**src/acs_pkg.sv**
```systemverilog
package acs_pkg;

   // ==========================================================================
   // register offsets
   localparam logic [7:0]  CTRL_ONE_OFS     = 8'h00;
   localparam logic [7:0]  CTRL_THREE_OFS   = 8'h04;
   localparam logic [7:0]  CHAN_SEL_OFS     = 8'h08;
   localparam logic [7:0]  SW_TRIG_OFS      = 8'h0c;
   localparam logic [7:0]  INT_STATUS_OFS   = 8'h10;
   localparam logic [7:0]  INT_MASK_OFS     = 8'h14;
   localparam logic [7:0]  STATE_OFS        = 8'h18;
   localparam logic [7:0]  RESULT_BASE_OFS  = 8'h40;

   // ==========================================================================
   // field positions and widths
   localparam int          ACQPS_LSB        = 8;
   localparam int          ACQPS_W          = 4;
   localparam int          CONT_BIT         = 4;
   localparam int          REF_EN_HI_BIT    = 7;
   localparam int          REF_EN_LO_BIT    = 6;
   localparam int          PWR_BIT          = 5;
   localparam int          MODE_BIT         = 0;
   localparam int          SW_TRIG_BIT      = 0;
   localparam int          CHAN_W           = 4;
   localparam int          NUM_CHAN         = 16;
   localparam int          RES_W            = 12;
   localparam int          INT_W            = 2;
   localparam int          INT_RES_BIT      = 0;
   localparam int          INT_IGN_BIT      = 1;
   localparam int          ST_BUSY_BIT      = 0;
   localparam int          ST_REF_BIT       = 1;
   localparam int          ST_PWR_BIT       = 2;
   localparam int          ST_CHAN_LSB      = 4;

   // ==========================================================================
   // reset values
   localparam logic [ACQPS_W-1:0] ACQPS_RST = 4'h0;
   localparam logic [CHAN_W-1:0]  CHAN_RST  = 4'h0;
   localparam logic [INT_W-1:0]   INT_RST   = 2'h0;

   // ==========================================================================
   // timing
   localparam int          PCLK_PERIOD_NS   = 5;
   localparam int          CONV_CLK_DIV     = 8;
   localparam int          SAMP_DLY_HALVES  = 5;
   localparam int          FIRST_RES_CLKS   = 4;
   localparam int          GAP_CLKS         = 1;
   localparam int          INT_DELAY_CYC    = 2;
   localparam int          REF_SETTLE_NS    = 5000000;
   localparam int          PWR_SETTLE_NS    = 1000000;
   localparam int          REF_SETTLE_CYC   = REF_SETTLE_NS / PCLK_PERIOD_NS;
   localparam int          PWR_SETTLE_CYC   = PWR_SETTLE_NS / PCLK_PERIOD_NS;

   typedef enum logic [1:0] {
      ACS_IDLE,
      ACS_DELAY,
      ACS_HOLD,
      ACS_GAP
   } acs_state_t;

endpackage : acs_pkg

```
**src/acs_result_mem.sv**
```systemverilog
`timescale 1ns/10ps
module acs_result_mem
   import acs_pkg::*;
#(
   parameter int DEPTH = NUM_CHAN,
   parameter int WIDTH = RES_W
) (
   input  wire logic                     pclk,
   input  wire logic                     presetn,
   input  wire logic                     wr_en,
   input  wire logic [$clog2(DEPTH)-1:0] wr_addr,
   input  wire logic [WIDTH-1:0]         wr_data,
   input  wire logic [$clog2(DEPTH)-1:0] rd_addr,
   output logic      [WIDTH-1:0]         rd_data
);

   logic [WIDTH-1:0] mem_reg [DEPTH];

   // ==========================================================================
   // storage, read data registered
   always_ff @(posedge pclk) begin
      if (wr_en) begin
         mem_reg[wr_addr] <= wr_data;
      end
   end

   always_ff @(posedge pclk or negedge presetn) begin
      if (!presetn) begin
         rd_data <= '0;
      end else begin
         rd_data <= mem_reg[rd_addr];
      end
   end

endmodule : acs_result_mem

```
**src/acs_ctrl.sv**
```systemverilog
`timescale 1ns/10ps
module acs_ctrl
   import acs_pkg::*;
#(
   parameter int CLK_DIV    = CONV_CLK_DIV,
   parameter int REF_SETTLE = REF_SETTLE_CYC,
   parameter int PWR_SETTLE = PWR_SETTLE_CYC
) (
   input  wire logic              pclk,
   input  wire logic              presetn,
   input  wire logic              psel,
   input  wire logic              penable,
   input  wire logic              pwrite,
   input  wire logic [7:0]        paddr,
   input  wire logic [31:0]       pwdata,
   output logic      [31:0]       prdata,
   output logic                   pready,
   output logic                   pslverr,
   input  wire logic              pwm_trigger,
   input  wire logic              external_conversion_start,
   input  wire logic [RES_W-1:0]  core_data,
   output logic                   sample_hold,
   output logic                   sample_pair,
   output logic      [CHAN_W-1:0] sample_channel,
   output logic                   reference_power_enables_hi,
   output logic                   reference_power_enables_lo,
   output logic                   converter_power_bit,
   output logic                   irq
);

   localparam int CW       = 10;
   localparam int SAMP_DLY = SAMP_DLY_HALVES * CLK_DIV / 2;
   localparam int LAT_CYC  = FIRST_RES_CLKS * CLK_DIV;
   localparam int LAT_M1   = LAT_CYC - 1;
   localparam int INT_SEEN = INT_DELAY_CYC + 1;
   localparam int PW       = 1 + 1 + CHAN_W + RES_W;
   localparam int RW       = $clog2(REF_SETTLE + 1);
   localparam int QW       = $clog2(PWR_SETTLE + 1);

   function automatic logic [CW-1:0] hold_cycles(input logic [ACQPS_W-1:0] acq);
      hold_cycles = CW'((int'(acq) + 1) * CLK_DIV);
   endfunction : hold_cycles

   function automatic logic is_reg(input logic [7:0] addr, input logic [7:0] ofs);
      is_reg = (addr == ofs);
   endfunction : is_reg

   // ==========================================================================
   // registers
   logic [ACQPS_W-1:0] acqps_reg;
   logic               cont_reg;
   logic               ref_hi_reg;
   logic               ref_lo_reg;
   logic               pwr_reg;
   logic               mode_reg;
   logic [CHAN_W-1:0]  chan_reg;
   logic [INT_W-1:0]   int_status_reg;
   logic [INT_W-1:0]   int_status_next;
   logic [INT_W-1:0]   int_mask_reg;
   logic [RW-1:0]      ref_cnt_reg;
   logic [QW-1:0]      pwr_cnt_reg;
   acs_state_t         state_reg;
   acs_state_t         state_next;
   logic [CW-1:0]      cnt_reg;
   logic [CW-1:0]      cnt_next;
   logic [ACQPS_W-1:0] acqps_lat_reg;
   logic [CHAN_W-1:0]  ch_lat_reg;
   logic               follow_reg;
   logic               ext_prev_reg;
   logic [CHAN_W-1:0]  last_ch_reg;
   logic [INT_DELAY_CYC-1:0] int_dly_reg;
   logic [PW-1:0]      pipe_reg [LAT_CYC];
   logic [RES_W-1:0]   mem_rdata;

   // ==========================================================================
   // bus decode
   wire         wr_acc    = psel & penable & pwrite;
   wire         rd_acc    = psel & penable & ~pwrite;
   wire         hit_one   = is_reg(paddr, CTRL_ONE_OFS);
   wire         hit_three = is_reg(paddr, CTRL_THREE_OFS);
   wire         hit_chan  = is_reg(paddr, CHAN_SEL_OFS);
   wire         hit_sw    = is_reg(paddr, SW_TRIG_OFS);
   wire         hit_stat  = is_reg(paddr, INT_STATUS_OFS);
   wire         hit_mask  = is_reg(paddr, INT_MASK_OFS);
   wire         hit_state = is_reg(paddr, STATE_OFS);
   wire         hit_res   = (paddr[7:6] == RESULT_BASE_OFS[7:6]) && (paddr[1:0] == 2'h0);
   wire         mapped    = hit_one | hit_three | hit_chan | hit_sw | hit_stat | hit_mask
                            | hit_state | hit_res;
   wire [CHAN_W-1:0] res_idx = paddr[5:2];

   assign pready  = 1'b1;
   assign pslverr = psel & penable & ~mapped;

   // ==========================================================================
   // triggers and sequencer decode
   wire         ext_rise  = external_conversion_start & ~ext_prev_reg;
   wire         sw_trig   = wr_acc & hit_sw & pwdata[SW_TRIG_BIT];
   wire         any_trig  = pwm_trigger | ext_rise | sw_trig;
   wire         is_idle   = (state_reg == ACS_IDLE);
   wire         trig_acc  = any_trig & pwr_reg & is_idle;
   wire         ign_evt   = any_trig & ~trig_acc;
   wire         cnt_done  = (cnt_reg == '0);
   wire         capture   = (state_reg == ACS_HOLD) & cnt_done & pwr_reg;
   wire [PW-1:0] pipe_in  = {capture, follow_reg, ch_lat_reg, core_data};
   wire [PW-1:0] pipe_out = pipe_reg[LAT_CYC-1];
   wire         res_we    = pipe_out[PW-1];
   wire         res_follow = pipe_out[PW-2];
   wire [CHAN_W-1:0] res_ch = pipe_out[RES_W +: CHAN_W];
   wire [RES_W-1:0] res_dat = pipe_out[RES_W-1:0];
   wire         ref_ready = (ref_cnt_reg == RW'(REF_SETTLE));
   wire         pwr_ready = (pwr_cnt_reg == QW'(PWR_SETTLE));
   wire         busy      = ~is_idle;

   assign sample_hold    = (state_reg == ACS_HOLD);
   assign sample_pair    = sample_hold & mode_reg;
   assign sample_channel = ch_lat_reg;
   assign reference_power_enables_hi = ref_hi_reg;
   assign reference_power_enables_lo = ref_lo_reg;
   assign converter_power_bit        = pwr_reg;
   assign irq = |(int_status_reg & int_mask_reg);

   // ==========================================================================
   // read mux
   wire [31:0] rd_one   = {20'h0, acqps_reg, 3'h0, cont_reg, 4'h0};
   wire [31:0] rd_three = {24'h0, ref_hi_reg, ref_lo_reg, pwr_reg, 4'h0, mode_reg};
   wire [31:0] rd_state = {24'h0, last_ch_reg, 1'b0, pwr_ready, ref_ready, busy};
   assign prdata = hit_one   ? rd_one :
                   hit_three ? rd_three :
                   hit_chan  ? {28'h0, chan_reg} :
                   hit_stat  ? {30'h0, int_status_reg} :
                   hit_mask  ? {30'h0, int_mask_reg} :
                   hit_state ? rd_state :
                   hit_res   ? {20'h0, mem_rdata} : 32'h0;

   // ==========================================================================
   // control registers
   always_ff @(posedge pclk or negedge presetn) begin
      if (!presetn) begin
         acqps_reg  <= ACQPS_RST;
         cont_reg   <= 1'b0;
         ref_hi_reg <= 1'b0;
         ref_lo_reg <= 1'b0;
         pwr_reg    <= 1'b0;
         mode_reg   <= 1'b0;
         chan_reg   <= CHAN_RST;
         int_mask_reg <= INT_RST;
      end else if (wr_acc) begin
         if (hit_one) begin
            acqps_reg <= pwdata[ACQPS_LSB +: ACQPS_W];
            cont_reg  <= pwdata[CONT_BIT];
         end
         if (hit_three) begin
            ref_hi_reg <= pwdata[REF_EN_HI_BIT];
            ref_lo_reg <= pwdata[REF_EN_LO_BIT];
            pwr_reg    <= pwdata[PWR_BIT];
            mode_reg   <= pwdata[MODE_BIT];
         end
         if (hit_chan) begin
            chan_reg <= pwdata[CHAN_W-1:0];
         end
         if (hit_mask) begin
            int_mask_reg <= pwdata[INT_W-1:0];
         end
      end
   end

   // ==========================================================================
   // settle timers shown in state register
   always_ff @(posedge pclk or negedge presetn) begin
      if (!presetn) begin
         ref_cnt_reg <= '0;
         pwr_cnt_reg <= '0;
      end else begin
         ref_cnt_reg <= !(ref_hi_reg & ref_lo_reg) ? '0 :
                        ref_ready ? ref_cnt_reg : ref_cnt_reg + 1'b1;
         pwr_cnt_reg <= !pwr_reg ? '0 : pwr_ready ? pwr_cnt_reg : pwr_cnt_reg + 1'b1;
      end
   end

   // ==========================================================================
   // sample sequencer
   always_comb begin
      state_next = state_reg;
      cnt_next   = cnt_done ? cnt_reg : cnt_reg - 1'b1;
      unique case (state_reg)
         ACS_IDLE: begin
            if (trig_acc) begin
               state_next = ACS_DELAY;
               cnt_next   = CW'(SAMP_DLY - 2);
            end
         end
         ACS_DELAY: begin
            if (cnt_done) begin
               state_next = ACS_HOLD;
               cnt_next   = hold_cycles(acqps_lat_reg) - 1'b1;
            end
         end
         ACS_HOLD: begin
            if (cnt_done) begin
               state_next = cont_reg ? ACS_GAP : ACS_IDLE;
               cnt_next   = CW'(GAP_CLKS * CLK_DIV - 1);
            end
         end
         ACS_GAP: begin
            if (cnt_done) begin
               state_next = ACS_HOLD;
               cnt_next   = hold_cycles(acqps_lat_reg) - 1'b1;
            end
         end
      endcase
      if (!pwr_reg) begin
         state_next = ACS_IDLE;
      end
   end

   always_ff @(posedge pclk or negedge presetn) begin
      if (!presetn) begin
         state_reg     <= ACS_IDLE;
         cnt_reg       <= '0;
         acqps_lat_reg <= ACQPS_RST;
         ch_lat_reg    <= CHAN_RST;
         follow_reg    <= 1'b0;
         ext_prev_reg  <= 1'b0;
      end else begin
         state_reg    <= state_next;
         cnt_reg      <= cnt_next;
         ext_prev_reg <= external_conversion_start;
         if (trig_acc) begin
            acqps_lat_reg <= acqps_reg;
         end
         if (state_next == ACS_HOLD && !sample_hold) begin
            ch_lat_reg <= chan_reg;
            follow_reg <= (state_reg == ACS_GAP);
         end
      end
   end

   // ==========================================================================
   // result latency line
   generate
      for (genvar i = 0; i < LAT_CYC; i++) begin : g_pipe
         always_ff @(posedge pclk or negedge presetn) begin
            if (!presetn) begin
               pipe_reg[i] <= '0;
            end else begin
               pipe_reg[i] <= (i == 0) ? pipe_in : pipe_reg[(i == 0) ? 0 : i - 1];
            end
         end
      end
   endgenerate

   acs_result_mem #(
      .DEPTH (NUM_CHAN),
      .WIDTH (RES_W)
   ) u_mem (
      .pclk    (pclk),
      .presetn (presetn),
      .wr_en   (res_we),
      .wr_addr (res_ch),
      .wr_data (res_dat),
      .rd_addr (res_idx),
      .rd_data (mem_rdata)
   );

   // ==========================================================================
   // interrupt status, read clears, set wins
   always_comb begin
      int_status_next = int_status_reg;
      if (rd_acc && hit_stat) begin
         int_status_next = INT_RST;
      end
      if (int_dly_reg[INT_DELAY_CYC-1]) begin
         int_status_next[INT_RES_BIT] = 1'b1;
      end
      if (ign_evt) begin
         int_status_next[INT_IGN_BIT] = 1'b1;
      end
   end

   always_ff @(posedge pclk or negedge presetn) begin
      if (!presetn) begin
         int_status_reg <= INT_RST;
         int_dly_reg    <= '0;
         last_ch_reg    <= CHAN_RST;
      end else begin
         int_status_reg <= int_status_next;
         int_dly_reg    <= {int_dly_reg[INT_DELAY_CYC-2:0], res_we};
         if (res_we) begin
            last_ch_reg <= res_ch;
         end
      end
   end

   // ==========================================================================
   // checks
   logic [CW-1:0] sh_len_reg;
   logic [CW-1:0] gap_len_reg;

   always_ff @(posedge pclk or negedge presetn) begin
      if (!presetn) begin
         sh_len_reg  <= '0;
         gap_len_reg <= '0;
      end else begin
         sh_len_reg  <= sample_hold ? sh_len_reg + 1'b1 : '0;
         gap_len_reg <= res_we ? CW'(1) : (&gap_len_reg) ? gap_len_reg : gap_len_reg + 1'b1;
      end
   end
endmodule : acs_ctrl

```
**config.mk**
```make
export PLATFORM = sky130hd
export DESIGN_NAME = acs_ctrl
export DESIGN_NICKNAME = d
export VERILOG_FILES = /design/src/acs_pkg.sv /design/src/acs_result_mem.sv /design/src/acs_ctrl.sv
export SDC_FILE = /design/constraint.sdc
export NUM_CORES = 1
export LEC_CHECK = 0
export ABC_AREA = 1
export BUFFER_PORTS_ARGS = -buffer_cell sky130_fd_sc_hd__buf_2
export CAP_MARGIN = 20
export CORE_ASPECT_RATIO = 0.8
export CORE_UTILIZATION = 58
export DETAILED_ROUTE_END_ITERATION = 10
export PLACE_DENSITY_LB_ADDON = 0.05
export SKIP_LAST_GASP = 1
export SLEW_MARGIN = 20
export SYNTH_ARGS = -nofsm -noshare
export SYNTH_HDL_FRONTEND = slang
export SYNTH_HIERARCHICAL = 1
export SYNTH_SLANG_ARGS = --single-unit
```
**constraint.sdc**
```tcl
create_clock -name pclk -period 3 [get_ports pclk]
set_clock_uncertainty 0.05 [all_clocks]
set_input_delay 0.45 -clock pclk [delete_from_list [all_inputs] [get_ports pclk]]
set_output_delay 0.45 -clock pclk [all_outputs]
set_load 0.02 [all_outputs]
```
==> flow_metrics.py, run 1 <==
metrics = {
    "worst_setup_path": {
        "crit_path_start_kind": "flop",
        "crit_arrival_ns": 2.16,
        "path_class": "reg -> out",
        "crit_fanout": 8,
        "end_kind": "output port",
        "path_delay_family": "simple AND/OR/NAND/NOR gates",
        "r2r-start": "cnt_reg[0]$_DFF_PN0_",
        "critPathSlowestCell": "dfrtp_1",
        "crit_chain": "nor2_2 -> inv_1 -> nand2_1 -> nand3_1 -> o21ai_1 -> a21oi_1 -> buf_2",
        "worstPathRequired_ns": 2.50,
        "critPathLaunch": "state_reg[0]$_DFF_PN0_",
        "crit_buf_inv": 2,
        "slowest_delay_ns": 0.48,
    },
    "pwr": {
        "ir_worst_vdd_mv": 0.665,
        "p_per_area_nw_per_um2": 749,
        "power_leakage_nw": 13.7,
        "p_clk_frac": 0.408,
        "p_comb_frac": 0.052,
        "seqPwrFrac": 0.539,
        "switching_share": 0.231,
        "power.internal_w": 0.0178,
        "p_switching_w": 0.00534,
    },
    "clock_tree": {
        "htreeDepth": 3,
        "path_clk_slew_ns": 0.06,
        "cts_buffers": 77,
        "cts_tree": "built",
        "postCtsSetupRepairBufs": 0,
        "cts_root_buf": "clkbuf_16",
        "cts_sinks": 830,
        "ctsHoldBuffers": 21,
        "cts-resized-gates": 0,
        "clockBufferDepth": 3,
        "clock_latency_ns": 0.63,
    },
    "detailed_routing": {
        "dr.pass1.iters": 5,
        "drc": 0,
        "detailedRoute.firstIterationViolations": 994,
        "detail-route-antenna-nets": 0,
        "vias_per_cell": 5.12,
        "wirelength_um": 50500,
        "routedWlPerCell_um": 18.1,
        "vias": 14300,
    },
    "sta": {
        "report.final.slew_viol_count": 0,
        "setup_tns_ns": 0,
        "min_period_ns": 2.66,
        "fmax_mhz": 375,
        "finalHoldViolCount": 0,
        "finalSetupViolCount": 0,
        "min_period_over_period": 0.888,
        "timing.hold.ws_ns": 0.0428,
        "rsz0062_at_grt": "no",
        "tightest_slew_ns": 0.779,
        "relSlewSlack": 0.477,
    },
    "logic_synthesis": {
        "async_flop_share": 0.769,
        "synth-edff-count": 192,
        "syn_area_um2": 27100,
        "synth.distinct_cells": 51,
        "seq_area_frac_synth": 0.803,
        "synth_area_leaders": "dfrtp_1 59%, edfxtp_1 21%, nand2_1 5.0%, nand3_1 3.3%, inv_1 3.0%",
        "yosysTopAreaCellShare": 0.590,
        "yosysWarnings": 6,
        "yosysTopAreaCell": "dfrtp_1",
        "synth-seq-cells": 830,
        "synth_common_cells": "638 x dfrtp_1, 363 x nand2_1, 215 x inv_1",
        "synth.avg_cell_area_um2": 13.8,
        "syn_inst": 1960,
        "synth_most_common_cell": "dfrtp_1",
        "synth_ff_type": "dfrtp_1",
    },
    "cells_and_area": {
        "syn2layout_area_growth_pct": 14.2,
        "largest_reg_flops": 527,
        "layout-drive-gt1-share": 0.126,
        "fin_nets": 2185,
        "diodes": 0,
    },
    "die": {
        "io-pin-count": 103,
        "start_util": 0.590,
        "core_um2": 45900,
        "die_h_um": 195,
        "rows": 70,
        "die_x_um": 244,
        "die_area_um2": 47500,
    },
    "global_route": {
        "grt_pass1_vias": 14900,
        "antenna_found_initial": 2,
        "grt_overflow": 0,
        "grt_use_total": 0.226,
        "grt_max_degree": 89,
        "grt_pass1_wl_um": 82200,
    },
    "placed_design": {
        "io_buffers": 61,
        "routabilityCongestion": 0.845,
        "post-dp-hpwl_um": 27200,
    },
    "run": {
        "maxCapViolCount": 0,
    },
    "min_path": {
        "hp-class": "in -> reg",
        "hold_path.startpoint": "pwdata[11]",
    },
    "status": {
        "status": "finished, final reports clean",
    },
}
==> stage by stage <==
| step | instance area (µm²) | worst slack [ns] | power, W | utilization | std cells |
|---|---|---|---|---|---|
| 2_1_floorplan | 27100 | 1.03 | 0.0133 | - | 1979 |
| 3_3_place_gp | 28200 | 0.614 | 0.0138 | 0.616 | 2631 |
| 3_5_place_dp | 28200 | 0.663 | 0.0139 | 0.616 | 2631 |
| 4_1_cts | 30900 | 0.276 | 0.0234 | 0.674 | 2792 |
| 5_1_grt | 30900 | 0.142 | 0.0241 | 0.674 | 2792 |
| 6_report | 30900 | 0.337 | 0.0232 | 0.674 | 2792 |
==> routing by layer <==
metal	track usage	up-vias	share of wire
li1	-	6570	-
met1	0.332	7274	0.45
met2	0.354	355	0.48
met3	0.0401	89	0.049
met4	0.0694	0	0.025
met5	0	-	0
==> cell type report <==
class	instances	area, µm²
sequential	830	21700
fill	3105	15000
multi-input combinational	855	4150
clock buffer	115	2230
timing repair buffer	126	956
inverter	229	860
tap	612	766
clock inverter	25	234
==> power groups by stage <==
stage | registers, W | logic, W | clock network, W
floorplan | 0.0126 | 0.000744 | 0
global placement | 0.0127 | 0.00115 | 0
detailed placement | 0.0127 | 0.00119 | 0
CTS | 0.0125 | 0.00122 | 0.00973
global route | 0.0125 | 0.00139 | 0.0101
finish | 0.0125 | 0.00122 | 0.00945
==> path summary, 6_finish.rpt <==
path / to / slack, ns / depth (start not counted)
hold reg to reg: pipe_reg[203]$_DFF_PN0_ / 0.28 / 0
setup / recovery: prdata[0] / 0.34 / 7
hold / removal: acqps_reg[3]$_DFFE_PN0P_ / 0.04 / 2
min in group asynchronous: pipe_reg[61]$_DFF_PN0_ / 0.40 / 2
setup reg to reg: pipe_reg[575]$_DFF_PN0_ / 0.88 / 6
max in group asynchronous: pipe_reg[221]$_DFF_PN0_ / 1.52 / 3
==> cell families (layout without fill, tap and decap cells) <==
family                   Yosys count  after routing  share of synthesized area
AND/OR/NAND/NOR                  704            704                      0.118
buffers and inverters            294            495                     0.0466
XOR/XNOR                           8              8                    0.00259
adder cells (fa/ha/maj)            7              7                    0.00324
other                              2             21                   0.000277
AO/OA/AOI/OAI                    103            103                     0.0216
flip-flops                       830            830                      0.803
multiplexers                      12             12                    0.00499
==> placed cells by master, fill, tap and decap left out, types with 4 or more instances in the layout <==
cell / instances
nand2_1: 363
mux2_2: 4
edfxtp_1: 192
nand4_1: 13
clkbuf_16: 79
o21ai_0: 38
a21oi_1: 34
nor2_2: 6
buf_4: 36
clkbuf_8: 12
a22o_1: 5
clkinv_2: 11
buf_12: 8
buf_2: 60
conb_1: 21
o21bai_1: 5
a22oi_1: 7
nor2_1: 87
inv_1: 215
o21ai_1: 5
nand3_2: 8
nand2_2: 6
dfrtp_1: 638
xor2_1: 7
clkbuf_1: 24
ha_1: 7
inv_2: 13
nand3_1: 181
mux2_1: 8
nor3_1: 12
dlygate4sd3_1: 21
nor2_4: 8
No activity file was read; power rests on OpenSTA's default activity.
==> run 2, diff against run 1 <==
ABC_AREA = 0   (was 1)
CORE_UTILIZATION = 45   (was 58)
==> flow_metrics.py, run 2 <==
metrics = {
    "min_path": {
        "hold_path.startpoint": "pwdata[1]",
        "hp-class": "in -> reg",
    },
    "detailed_routing": {
        "dr.pass1.iters": 7,
        "routedWlPerCell_um": 17.9,
        "wirelength_um": 41800,
        "drc": 0,
        "detailedRoute.firstIterationViolations": 847,
        "detail-route-antenna-nets": 0,
        "vias": 11300,
        "vias_per_cell": 4.85,
    },
    "sta": {
        "rsz0062_at_grt": "yes",
        "relSlewSlack": 0.482,
        "fmax_mhz": 356,
        "min_period_over_period": 0.937,
        "fin_ws_ns": 0.189,
        "setup_tns_ns": 0,
        "min_period_ns": 2.81,
        "tightest_slew_ns": 0.775,
        "finalSetupViolCount": 0,
        "finalHoldViolCount": 0,
        "report.final.slew_viol_count": 0,
    },
    "logic_synthesis": {
        "synth-seq-cells": 830,
        "yosysTopAreaCell": "dfrtp_1",
        "seq_area_frac_synth": 0.841,
        "async_flop_share": 0.769,
        "synth_area_leaders": "dfrtp_1 62%, edfxtp_1 22%, mux4_2 2.9%, mux4_1 1.5%, mux2_2 1.0%",
        "syn_inst": 1337,
        "synth_most_common_cell": "dfrtp_1",
        "synth-edff-count": 192,
        "syn_area_um2": 25800,
        "synth_ff_type": "dfrtp_1",
        "synth.avg_cell_area_um2": 19.3,
        "yosysTopAreaCellShare": 0.618,
        "yosysWarnings": 6,
        "synth.distinct_cells": 60,
        "synth_common_cells": "638 x dfrtp_1, 192 x edfxtp_1, 65 x nor2_1",
    },
    "worst_setup_path": {
        "reg2reg_depth": 6,
        "regToRegSetupSlack_ns": 0.72,
        "r2r-start": "cnt_reg[6]$_DFF_PN0_",
        "slowest_delay_ns": 0.44,
        "crit_buf_inv": 2,
        "cp_num_cells": 7,
        "worstPathRequired_ns": 2.50,
        "path_delay_family": "simple AND/OR/NAND/NOR gates",
        "crit_fanout": 5,
        "end_kind": "output port",
        "reg2reg_to": "cnt_reg[0]$_DFF_PN0_",
        "path_class": "reg -> out",
        "cp_common_cell": "buf_4",
        "critical_path.endpoint": "prdata[1]",
        "crit_chain": "nor4_2 -> nand4_1 -> nor3_2 -> buf_4 -> nand2_1 -> a22oi_1 -> buf_4",
        "critPathLaunch": "ref_cnt_reg[13]$_DFFE_PN0P_",
        "crit_path_start_kind": "flop",
        "critPathSlowestCell": "dfrtp_2",
        "crit_arrival_ns": 2.31,
    },
    "clock_tree": {
        "clockBufferDepth": 3,
        "cts_sinks": 830,
        "path_clk_slew_ns": 0.06,
        "cts_root_buf": "clkbuf_16",
        "clock_latency_ns": 0.62,
        "cts_tree": "built",
        "htreeDepth": 3,
        "cts_buffers": 79,
    },
    "cells_and_area": {
        "layout_commonest_cell": "dfrtp_1",
        "largest_reg_flops": 527,
        "fin_nets": 1583,
        "layout-drive-gt1-share": 0.195,
        "final_cell_mix": "637 x dfrtp_1, 192 x edfxtp_1, 79 x clkbuf_16",
        "syn2layout_area_growth_pct": 16.9,
        "finalNonFillerCells": 2341,
        "fillers": 4512,
    },
    "die": {
        "die_h_um": 216,
        "io-pin-count": 103,
        "die_x_um": 270,
        "die_area_um2": 58400,
        "rows": 78,
        "start_util": 0.456,
        "core_um2": 56700,
    },
    "pwr": {
        "p_per_area_nw_per_um2": 752,
        "power_leakage_nw": 12.9,
        "power.internal_w": 0.0179,
        "switching_share": 0.211,
        "ir_worst_vdd_mv": 0.490,
        "p_clk_frac": 0.435,
        "seqPwrFrac": 0.532,
        "p_comb_frac": 0.033,
        "p_switching_w": 0.00481,
    },
    "global_route": {
        "grt_pass1_vias": 11700,
        "grt_max_degree": 93,
        "grt_use_total": 0.152,
        "antenna_found_initial": 1,
        "grt_pass1_wl_um": 67700,
        "grt_overflow": 0,
    },
    "placed_design": {
        "routabilityCongestion": 0.814,
        "pre_cts_ws_ns": 0.538,
        "io_buffers": 61,
        "place_inst": 2170,
        "post-dp-hpwl_um": 24200,
    },
    "run": {
        "maxCapViolCount": 0,
    },
    "status": {
        "status": "finished, final reports clean",
    },
}
## run 2: metal layers
| layer | routed length (µm) | track usage | vias up |
|---|---|---|---|
| met3 | 1650 | 0.0342 | 68 |
| met2 | 19000 | 0.220 | 197 |
| met5 | 0 | 0 | - |
| met1 | 20400 | 0.229 | 6010 |
| met4 | 840 | 0.0485 | 0 |
| li1 | - | - | 5072 |
## run 2: power groups by stage
stage                     Sequential [W]  Clock (W)  Combinational (W)
final                             0.0121    0.00989           0.000742
after global routing              0.0121     0.0107           0.000847
after global placement            0.0123          0           0.000730
after floorplan                   0.0122          0           0.000428
after detailed placement          0.0123          0           0.000736
after CTS                         0.0121     0.0103           0.000763
## run 2: worst min path at each step
| stage | slack [ns] | to | depth (start not counted) |
|---|---|---|---|
| finish | 0.04 | int_mask_reg[1]$_DFFE_PN0P_ | 2 |
| global route | 0.03 | int_mask_reg[1]$_DFFE_PN0P_ | 2 |
| CTS | 0.009 | int_mask_reg[1]$_DFFE_PN0P_ | 2 |
| detailed placement | 0.28 | pipe_out[11]$_DFF_PN0_ | 0 |
| global placement | 0.28 | pipe_reg[190]$_DFF_PN0_ | 0 |
| floorplan | 0.10 | acqps_lat_reg[0]$_DFFE_PN0P_ | 0 |
## run 2: through the flow
stage	util	total power (W)	area (µm²)	hold slack [ns]
final	0.533	0.0227	30200	0.0443
after global routing	0.532	0.0237	30200	0.0281
after CTS	0.532	0.0231	30200	0.00931
after detailed placement	0.481	0.0130	27300	0.285
after global placement	0.481	0.0130	27300	0.281
after floorplan	-	0.0127	25900	0.104
## run 2: what timing repair did
item | 4_1_cts | 5_1_grt
hold endpoints to repair | 79 | 0
buffers inserted | 0 | 2
gates resized for setup | 0 | 3
hold buffers | 24 | 0
endpoints found under the setup margin | 0 | 2
## run 2: logic make-up (layout without fill, tap and decap cells)
logic type,count (synthesis),in the layout,share of synthesized area
muxes,81,81,0.0590
buffers and inverters,67,290,0.0150
other,2,23,0.000291
xor gates and xnor gates,33,33,0.0112
and+or+nand+nor,230,230,0.0465
DFF,830,830,0.841
AOI/OAI and AO/OA,87,87,0.0233
adders and majority gates,7,7,0.00339
## run 2: final cells by class
class / count / area (µm²) / area share
Timing Repair Buffer: 128 / 981 / 0.0325
Antenna cell: 2 / 5.00 / 0.000166
Tap cell: 760 / 951 / 0.0315
Sequential cell: 830 / 21700 / 0.720
Multi-Input combinational cell: 459 / 3810 / 0.126
Clock inverter: 30 / 447 / 0.0148
Clock buffer: 113 / 2200 / 0.0730
Inverter: 19 / 71.3 / 0.00236
